<file path="config.mk">
export PLATFORM = sky130hd
export DESIGN_NAME = sdbt_host
export DESIGN_NICKNAME = d
export VERILOG_FILES = /design/src/verilog/sdbt_pkg.sv /design/src/verilog/sdbt_host.sv
export SDC_FILE = /design/constraint.sdc
export NUM_CORES = 1
export LEC_CHECK = 0
export BUFFER_PORTS_ARGS = -buffer_cell sky130_fd_sc_hd__buf_2
export CAP_MARGIN = 20
export CORE_MARGIN = 2
export CORE_UTILIZATION = 25
export DETAILED_ROUTE_END_ITERATION = 16
export SLEW_MARGIN = 15
export SYNTH_ARGS = -nofsm -noshare
export SYNTH_HDL_FRONTEND = slang
export SYNTH_SLANG_ARGS = --single-unit
</file>
<file path="constraint.sdc">
create_clock -name sys_clk -period 3.5 [get_ports sys_clk]
set_input_delay 0.175 -clock sys_clk [delete_from_list [all_inputs] [get_ports sys_clk]]
set_output_delay 0.175 -clock sys_clk [all_outputs]
set_load 0.02 [all_outputs]
</file>
<file path="src/verilog/sdbt_pkg.sv">
// constants and types for the card block-transfer host sequencer
package sdbt_pkg;

  localparam logic [31:0] OFF_ST0     = 32'h0000_0008;
  localparam logic [31:0] OFF_IM      = 32'h0000_0010;
  localparam logic [31:0] OFF_BLEN    = 32'h0000_001C;
  localparam logic [31:0] OFF_NBLK    = 32'h0000_0020;
  localparam logic [31:0] OFF_DRR     = 32'h0000_0028;
  localparam logic [31:0] OFF_DXR     = 32'h0000_002C;
  localparam logic [31:0] OFF_CMD     = 32'h0000_0030;
  localparam logic [31:0] OFF_ARG     = 32'h0000_0034;
  localparam logic [31:0] OFF_FIFOCTL = 32'h0000_0074;

  // field positions inside the device registers
  localparam int FC_CLEAR_BIT  = 0;
  localparam int FC_DIR_BIT    = 1;
  localparam int FC_THR_BIT    = 2;
  localparam int FC_WIDTH_LSB  = 3;
  localparam int ST_DONE_BIT   = 0;
  localparam int ST_WRITE_CRC_ERROR_FLAG_BIT  = 5;
  localparam int ST_TXRDY_BIT  = 9;
  localparam int ST_RXRDY_BIT  = 10;
  localparam int ST_EMPTY_BIT  = 11;
  localparam int CMD_DMA_BIT   = 16;
  localparam int ARG_HIGH_LSB  = 16;

  localparam logic [31:0] BLOCK_BYTES   = 32'h0000_0200;
  localparam int          BLK_WORD_SHIFT = 7;
  localparam logic [3:0]  PRELOAD_WORDS = 4'h8;
  localparam logic [3:0]  CHUNK16_WORDS = 4'h4;
  localparam logic [3:0]  CHUNK32_WORDS = 4'h8;
  localparam logic [31:0] STOP_CMD_WORD = 32'h0000_000C;

  localparam logic [1:0] HTRANS_IDLE   = 2'h0;
  localparam logic [1:0] HTRANS_NONSEQ = 2'h2;
  localparam logic [2:0] HSIZE_WORD    = 3'h2;

  typedef enum logic [3:0] {
    S_IDLE = 4'b0000,
    S_CLR  = 4'b0001,
    S_CFG  = 4'b0010,
    S_BLEN = 4'b0011,
    S_NBLK = 4'b0100,
    S_IM   = 4'b0101,
    S_ARG  = 4'b0110,
    S_PRE  = 4'b0111,
    S_CMD  = 4'b1000,
    S_POLL = 4'b1001,
    S_XFER = 4'b1010,
    S_STOP = 4'b1011,
    S_FIN  = 4'b1100
  } sdbt_state_t;

  typedef enum logic [1:0] {
    PH_IDLE = 2'b00,
    PH_ADDR = 2'b01,
    PH_DATA = 2'b10
  } sdbt_phase_t;

endpackage

</file>
<file path="src/verilog/sdbt_host.sv">
// host sequencer that runs block transfers on the card controller over ahb
//
// Design decisions made here: the AHB-Lite master port and the register offsets.
`timescale 1ns/1ps
`default_nettype none
module sdbt_host #(
  parameter int BLK_CNT_W = 16
) (
  input  wire logic                 sys_clk,
  input  wire logic                 rst_b,
  input  wire logic                 start,
  input  wire logic                 cfg_write,
  input  wire logic                 cfg_dma,
  input  wire logic                 cfg_threshold,
  input  wire logic [1:0]           cfg_width,
  input  wire logic                 cfg_auto_count,
  input  wire logic [BLK_CNT_W-1:0] cfg_blocks,
  input  wire logic [31:0]          cfg_command,
  input  wire logic [15:0]          arg_high,
  input  wire logic [15:0]          arg_low,
  input  wire logic [31:0]          tx_data,
  input  wire logic                 tx_valid,
  output logic                      tx_ready,
  output logic [31:0]               rx_data,
  output logic                      rx_valid,
  output logic                      busy,
  output logic                      done,
  output logic                      error,
  output logic [31:0]               haddr,
  output logic [1:0]                htrans,
  output logic                      hwrite,
  output logic [2:0]                hsize,
  output logic [31:0]               hwdata,
  input  wire logic [31:0]          hrdata,
  input  wire logic                 hready
);
  import sdbt_pkg::*;

  localparam int LEFT_W = BLK_CNT_W + BLK_WORD_SHIFT;

  if (BLK_CNT_W < 1 || BLK_CNT_W > 16) begin : g_bad_width
    $error("BLK_CNT_W must lie between 1 and 16");
  end

  typedef struct packed {
    sdbt_state_t          st;
    sdbt_phase_t          ph;
    logic [31:0]          haddr;
    logic [1:0]           htrans;
    logic                 hwrite;
    logic [31:0]          hwdata;
    logic                 dir_wr;
    logic                 dma;
    logic                 thr;
    logic [1:0]           width;
    logic                 autoc;
    logic [BLK_CNT_W-1:0] blocks;
    logic [31:0]          cmd;
    logic [31:0]          arg;
    logic [LEFT_W-1:0]    left;
    logic [3:0]           cnt;
    logic                 busy;
    logic                 done;
    logic                 err;
    logic [31:0]          rx_data;
    logic                 rx_valid;
  } sdbt_regs_t;

  sdbt_regs_t  q_reg;
  sdbt_regs_t  q_next;
  logic        go;
  logic [31:0] acc_addr;
  logic        acc_wr;
  logic [31:0] acc_data;
  logic        fin;
  logic [3:0]  chunk;

  assign fin   = (q_reg.ph == PH_DATA) && hready;
  // the threshold bit picks how many words one service moves
  assign chunk = q_reg.thr ? CHUNK32_WORDS : CHUNK16_WORDS;

  always_comb begin
    q_next          = q_reg;
    q_next.done     = 1'b0;
    q_next.rx_valid = 1'b0;
    go              = 1'b0;
    acc_addr        = OFF_ST0;
    acc_wr          = 1'b0;
    acc_data        = 32'h0000_0000;
    tx_ready        = 1'b0;

    if (q_reg.ph == PH_ADDR && hready) begin
      q_next.ph     = PH_DATA;
      q_next.htrans = HTRANS_IDLE;
    end
    if (fin) begin
      q_next.ph = PH_IDLE;
    end

    case (q_reg.st)
      S_IDLE: begin
        if (start) begin
          q_next.dir_wr = cfg_write;
          q_next.dma    = cfg_dma;
          q_next.thr    = cfg_threshold;
          q_next.width  = cfg_width;
          q_next.autoc  = cfg_auto_count;
          q_next.blocks = cfg_blocks;
          q_next.cmd    = cfg_command;
          q_next.arg    = {arg_high, arg_low};
          q_next.left   = LEFT_W'(cfg_blocks) << BLK_WORD_SHIFT;
          q_next.busy   = 1'b1;
          q_next.err    = 1'b0;
          q_next.st     = S_CLR;
          if (cfg_blocks == '0) begin
            q_next.err = 1'b1;
            q_next.st  = S_FIN;
          end
        end
      end
      S_CLR: begin
        go       = 1'b1;
        acc_addr = OFF_FIFOCTL;
        acc_wr   = 1'b1;
        acc_data = 32'h0000_0001 << FC_CLEAR_BIT;
        if (fin) begin
          q_next.st = S_CFG;
        end
      end
      S_CFG: begin
        go       = 1'b1;
        acc_addr = OFF_FIFOCTL;
        acc_wr   = 1'b1;
        acc_data[FC_DIR_BIT] = q_reg.dir_wr;
        acc_data[FC_THR_BIT] = q_reg.thr;
        acc_data[FC_WIDTH_LSB +: 2] = q_reg.width;
        if (fin) begin
          q_next.st = S_BLEN;
        end
      end
      S_BLEN: begin
        go       = 1'b1;
        acc_addr = OFF_BLEN;
        acc_wr   = 1'b1;
        acc_data = BLOCK_BYTES;
        if (fin) begin
          q_next.st = S_NBLK;
        end
      end
      S_NBLK: begin
        go       = 1'b1;
        acc_addr = OFF_NBLK;
        acc_wr   = 1'b1;
        // zero lets the card run on until the stop command
        acc_data = q_reg.autoc ? 32'(q_reg.blocks) : 32'h0000_0000;
        if (fin) begin
          q_next.st = S_IM;
        end
      end
      S_IM: begin
        go       = 1'b1;
        acc_addr = OFF_IM;
        acc_wr   = 1'b1;
        if (!q_reg.dma) begin
          acc_data[ST_TXRDY_BIT] = q_reg.dir_wr;
          acc_data[ST_RXRDY_BIT] = !q_reg.dir_wr;
        end
        if (fin) begin
          q_next.st = S_ARG;
        end
      end
      S_ARG: begin
        go       = 1'b1;
        acc_addr = OFF_ARG;
        acc_wr   = 1'b1;
        acc_data = q_reg.arg;
        if (fin) begin
          q_next.cnt = 4'h0;
          q_next.st  = (q_reg.dir_wr && !q_reg.dma) ? S_PRE : S_CMD;
        end
      end
      S_PRE: begin
        go       = tx_valid;
        acc_addr = OFF_DXR;
        acc_wr   = 1'b1;
        acc_data = tx_data;
        tx_ready = (q_reg.ph == PH_IDLE);
        if (fin) begin
          q_next.cnt  = q_reg.cnt + 4'h1;
          q_next.left = q_reg.left - LEFT_W'(1);
          if (q_reg.cnt + 4'h1 == PRELOAD_WORDS) begin
            q_next.st = S_CMD;
          end
        end
      end
      S_CMD: begin
        go       = 1'b1;
        acc_addr = OFF_CMD;
        acc_wr   = 1'b1;
        acc_data = q_reg.cmd;
        acc_data[CMD_DMA_BIT] = q_reg.dma && q_reg.dir_wr;
        if (fin) begin
          q_next.st = S_POLL;
        end
      end
      S_POLL: begin
        go = 1'b1;
        if (fin) begin
          q_next.cnt = 4'h0;
          if (q_reg.dir_wr && hrdata[ST_WRITE_CRC_ERROR_FLAG_BIT]) begin
            q_next.err = 1'b1;
            q_next.st  = q_reg.autoc ? S_FIN : S_STOP;
          end else if (q_reg.left == '0 || q_reg.dma) begin
            if (hrdata[ST_DONE_BIT]) begin
              q_next.st = q_reg.autoc ? S_FIN : S_STOP;
            end
          end else if (q_reg.dir_wr && hrdata[ST_TXRDY_BIT]) begin
            q_next.st = S_XFER;
          end else if (!q_reg.dir_wr && hrdata[ST_RXRDY_BIT] &&
                       !hrdata[ST_EMPTY_BIT]) begin
            q_next.st = S_XFER;
          end
        end
      end
      S_XFER: begin
        go       = q_reg.dir_wr ? tx_valid : 1'b1;
        acc_addr = q_reg.dir_wr ? OFF_DXR : OFF_DRR;
        acc_wr   = q_reg.dir_wr;
        acc_data = tx_data;
        tx_ready = q_reg.dir_wr && (q_reg.ph == PH_IDLE);
        if (fin) begin
          q_next.cnt  = q_reg.cnt + 4'h1;
          q_next.left = q_reg.left - LEFT_W'(1);
          if (!q_reg.dir_wr) begin
            q_next.rx_data  = hrdata;
            q_next.rx_valid = 1'b1;
          end
          // a chunk ends at the threshold size or at the last word
          if (q_reg.cnt + 4'h1 == chunk || q_reg.left == LEFT_W'(1)) begin
            q_next.st = S_POLL;
          end
        end
      end
      S_STOP: begin
        go       = 1'b1;
        acc_addr = OFF_CMD;
        acc_wr   = 1'b1;
        acc_data = STOP_CMD_WORD;
        if (fin) begin
          q_next.st = S_FIN;
        end
      end
      S_FIN: begin
        q_next.busy = 1'b0;
        q_next.done = 1'b1;
        q_next.st   = S_IDLE;
      end
      default: begin
        q_next.st = S_IDLE;
      end
    endcase

    // with no data ready the access waits, so nothing is issued half-formed
    if (go && q_reg.ph == PH_IDLE) begin
      q_next.ph     = PH_ADDR;
      q_next.htrans = HTRANS_NONSEQ;
      q_next.haddr  = acc_addr;
      q_next.hwrite = acc_wr;
      q_next.hwdata = acc_data;
    end
  end

  always_ff @(posedge sys_clk) begin
    if (!rst_b) begin
      q_reg <= '{st: S_IDLE, ph: PH_IDLE, htrans: HTRANS_IDLE, default: '0};
    end else begin
      q_reg <= q_next;
    end
  end

  assign haddr    = q_reg.haddr;
  assign htrans   = q_reg.htrans;
  assign hwrite   = q_reg.hwrite;
  assign hsize    = HSIZE_WORD;
  assign hwdata   = q_reg.hwdata;
  assign rx_data  = q_reg.rx_data;
  assign rx_valid = q_reg.rx_valid;
  assign busy     = q_reg.busy;
  assign done     = q_reg.done;
  assign error    = q_reg.err;
endmodule
`default_nettype wire

</file>
==> impl_metrics.env <==
export IMPL_status="completed"
export IMPL_setup_viol=0
export IMPL_cts_buffer_depth=2
export IMPL_finalSetupTns_ps=0
export IMPL_synth_top_cell_area_share_pct=42.15
export IMPL_endpoint_kind="register"
export IMPL_initial_core_util_pct=25.22
export IMPL_rr_startpoint="q_reg[218]$_SDFFE_PN0P_"
export IMPL_top_layer="met5"
export IMPL_yosysUniqueCellTypes=69
export IMPL_wl_met2_um=14420
export IMPL_max_freq_ghz=0.3471
export IMPL_worstSetupPathType="reg2reg"
export IMPL_grt_pass1_wl_um=47470
export IMPL_drive_gt1_share_pct=21.19
export IMPL_wl_met1_um=13390
export IMPL_grt_setup_unrepaired="false"
export IMPL_crit_chain="and3b_1, o21a_2, nand2_1, o311ai_0, and3_1"
export IMPL_crit_family="compound AO/OA/AOI/OAI gates"
export IMPL_cp_num_buf_inv=0
export IMPL_fp_row_count=70
export IMPL_antenna_found_initial=7
export IMPL_synth_seq_cells=193
export IMPL_ctsResizeCount=0
export IMPL_synth_top_family_by_area="simple AND/OR/NAND/NOR gates"
export IMPL_cts_tree="done"
export IMPL_io_buffers=229
export IMPL_ios=262
export IMPL_cts_max_level=4
export IMPL_avgSynthCellArea_sq_um=7.736
export IMPL_skew_ps=9.588
export IMPL_synth_simple_area_share_pct=23.07
export IMPL_synth_edff_count=0
export IMPL_synth_area_leaders="dfxtp_1 42%, nand2_1 12%, a21oi_1 8.5%, buf_4 8.3%, a222oi_1 3.1%"
export IMPL_wl_met3_um=2233
export IMPL_fin_crit_sh_pct=82.32
export IMPL_dp_cells=1747
export IMPL_startpoint="q_reg[218]$_SDFFE_PN0P_"
export IMPL_p_leak_nw=4.763
export IMPL_dp_hpwl_um=21030
export IMPL_synthXorXnorAreaFrac_pct=0.4777
export IMPL_track_usage_pct=15.75
export IMPL_crit_path_max_incr_delay_ps=940
export IMPL_place_gp_congestion=0.8461
export IMPL_drv_cap=0
export IMPL_synth_most_common_cell="nand2_1"
export IMPL_async_flop_share_pct=0
export IMPL_synthMuxAreaShare_pct=0.1092
export IMPL_synth_compound_area_share_pct=21.35
export IMPL_seq_area_frac_synth_pct=42.15
export IMPL_syn_to_final_growth_pct=30.37
export IMPL_p_per_area_mw_per_mm2=737.2
export IMPL_cp_max_fo=30
export IMPL_finalMaxSlewViolations=0
export IMPL_numCtsBuffers=17
export IMPL_grt_pass1_vias=8691
export IMPL_grt_max_degree=87
export IMPL_clkSinkCount=193
export IMPL_fp_dieW_um=195.5
export IMPL_cp_slowest_cell="dfxtp_1"
export IMPL_viasPerCell=4.810
export IMPL_min_path_type="in2reg"
export IMPL_worstPathArrival_ps=3280
export IMPL_fp_dieH_um=195.5
export IMPL_syn_area_sq_mm=0.009168
export IMPL_synth_fa_ha_area_share_pct=0.5459
export IMPL_stdcell_count=1902
export IMPL_ir_drop_mv=0.4851
export IMPL_hold_viol_final=0
export IMPL_yosysWarnings=0
export IMPL_clk_latency_ps=450
export IMPL_ys_top_cells_by_count="305 x nand2_1, 193 x dfxtp_1, 155 x a21oi_1"
export IMPL_drt_initial_drc_count=795
export IMPL_finalCriticalPeriod_ps=2881
export IMPL_postRouteAntennaNets=0
export IMPL_totalWireLength_um=30960
export IMPL_syn_inst=1185
export IMPL_vias=9148
export IMPL_path_clk_slew_ps=80
export IMPL_final_nets=1576
export IMPL_firstDrtPassIters=8
export IMPL_die_area_sq_mm=0.03822
export IMPL_core_area_sq_mm=0.03635
export IMPL_largest_reg_flops=118
export IMPL_yosysTopAreaCell="dfxtp_1"
export IMPL_ys_flop_type="dfxtp_1"
export IMPL_hold_path_startpoint="cfg_command[4]"
export IMPL_required_ps=3900
export IMPL_overflow=0
export IMPL_maxSlewHeadroom_pct=36.02
export IMPL_tightest_slew_ps=959.7
export IMPL_clock_root_buffer="clkbuf_16"
export IMPL_post_drt_wl_per_cell_um=16.28
export IMPL_drc=0
export IMPL_cp_start_kind="register"
## power breakdown
group          switching, mW  total, mW  internal [mW]
sequential             0.416       3.08           2.66
combinational           2.31       3.62           1.30
clock                  0.961       2.11           1.15
total                   3.69       8.81           5.12
## worst register-to-register path, cell delays in order (launching register included)
cell and delay, ps:
dfxtp_1 940, and3b_1 370, o21a_2 610, nand2_1 360, o311ai_0 370, and3_1 190
## logic make-up (layout without fill, tap and decap cells)
kind of cell / after synthesis / count (layout)
flops: 193 / 193
buf+inv: 192 / 408
fa+ha+maj: 4 / 4
other cells: 2 / 35
mux: 1 / 1
simple gates: 476 / 476
xor+xnor: 5 / 5
compound gates: 312 / 312
## cells in the final DEF (no fill, tap or decap), types with 4 or more instances in the layout
cell type,netlist,layout
nor3_1,16,15
inv_8,0,4
o22ai_1,4,4
a222oi_1,28,28
xor2_1,4,4
a311oi_1,11,11
o21ai_0,48,47
nand2_1,305,304
nand3b_1,6,6
nor3b_1,4,4
a221oi_1,4,4
a21oi_1,155,155
nor4_1,12,12
conb_1,2,31
dfxtp_1,193,193
nand3_1,12,12
diode_2,0,4
inv_1,6,5
a31oi_1,13,13
a211oi_1,6,6
buf_4,101,20
clkbuf_16,0,17
buf_2,17,229
nand4_1,7,7
dlygate4sd3_1,0,118
o22a_1,7,7
ha_1,4,4
nor2_1,62,62
a22oi_1,4,4
and3_1,7,7
nand2b_1,6,6
or3_1,4,4
nor2b_1,8,8
## path summary, 6_finish.rpt
path / cells past startpoint / slack [ps] / to
max: 5 / 620 / q_reg[59]$_SDFFE_PN0P_
min: 3 / 20 / q_reg[99]$_SDFFE_PN0P_
max reg2reg: 5 / 620 / q_reg[59]$_SDFFE_PN0P_
min reg2reg: 2 / 450 / rx_data[20]$_SDFFE_PN0P_
## final cells by class
type	count	area (sq um)
fillers	3809	24400
multi-input cells	829	4310
flip-flops and latches	193	3864
repair buffers	370	2532
well taps	468	585.6
clock buffers	17	425.4
clock inverters	15	198.9
inverters	6	25.02
diodes	4	10.01
## per-stage QoR
stage / worst slack (ps) / total power, mW / area (sq um) / hold WS (ps) / utilization, %
2_1_floorplan: 1513 / 5.733 / 9276 / 311.0 / -
3_3_place_gp: 740.0 / 6.553 / 10120 / 415.6 / 27.85
3_5_place_dp: 691.2 / 6.612 / 10120 / 422.7 / 27.85
4_1_cts: 657.0 / 8.850 / 11930 / 2.763 / 32.81
5_1_grt: 365.8 / 9.394 / 11950 / 11.11 / 32.87
6_report: 618.8 / 8.811 / 11950 / 24.01 / 32.88
## layer usage
layer | track usage, % | vias to the layer above
met5 | 0 | -
met4 | 6.305 | 6
met3 | 4.352 | 58
met2 | 25.34 | 364
met1 | 19.92 | 4254
li1 | - | 4466
## timing repair
| item | 4_1_cts | 5_1_grt |
|---|---|---|
| setup endpoints to repair | 0 | 0 |
| setup buffers | 0 | 0 |
| hold buffers | 118 | 0 |
| hold endpoints to repair | 118 | 0 |
Note: power is estimated with default switching activity, not from simulation.
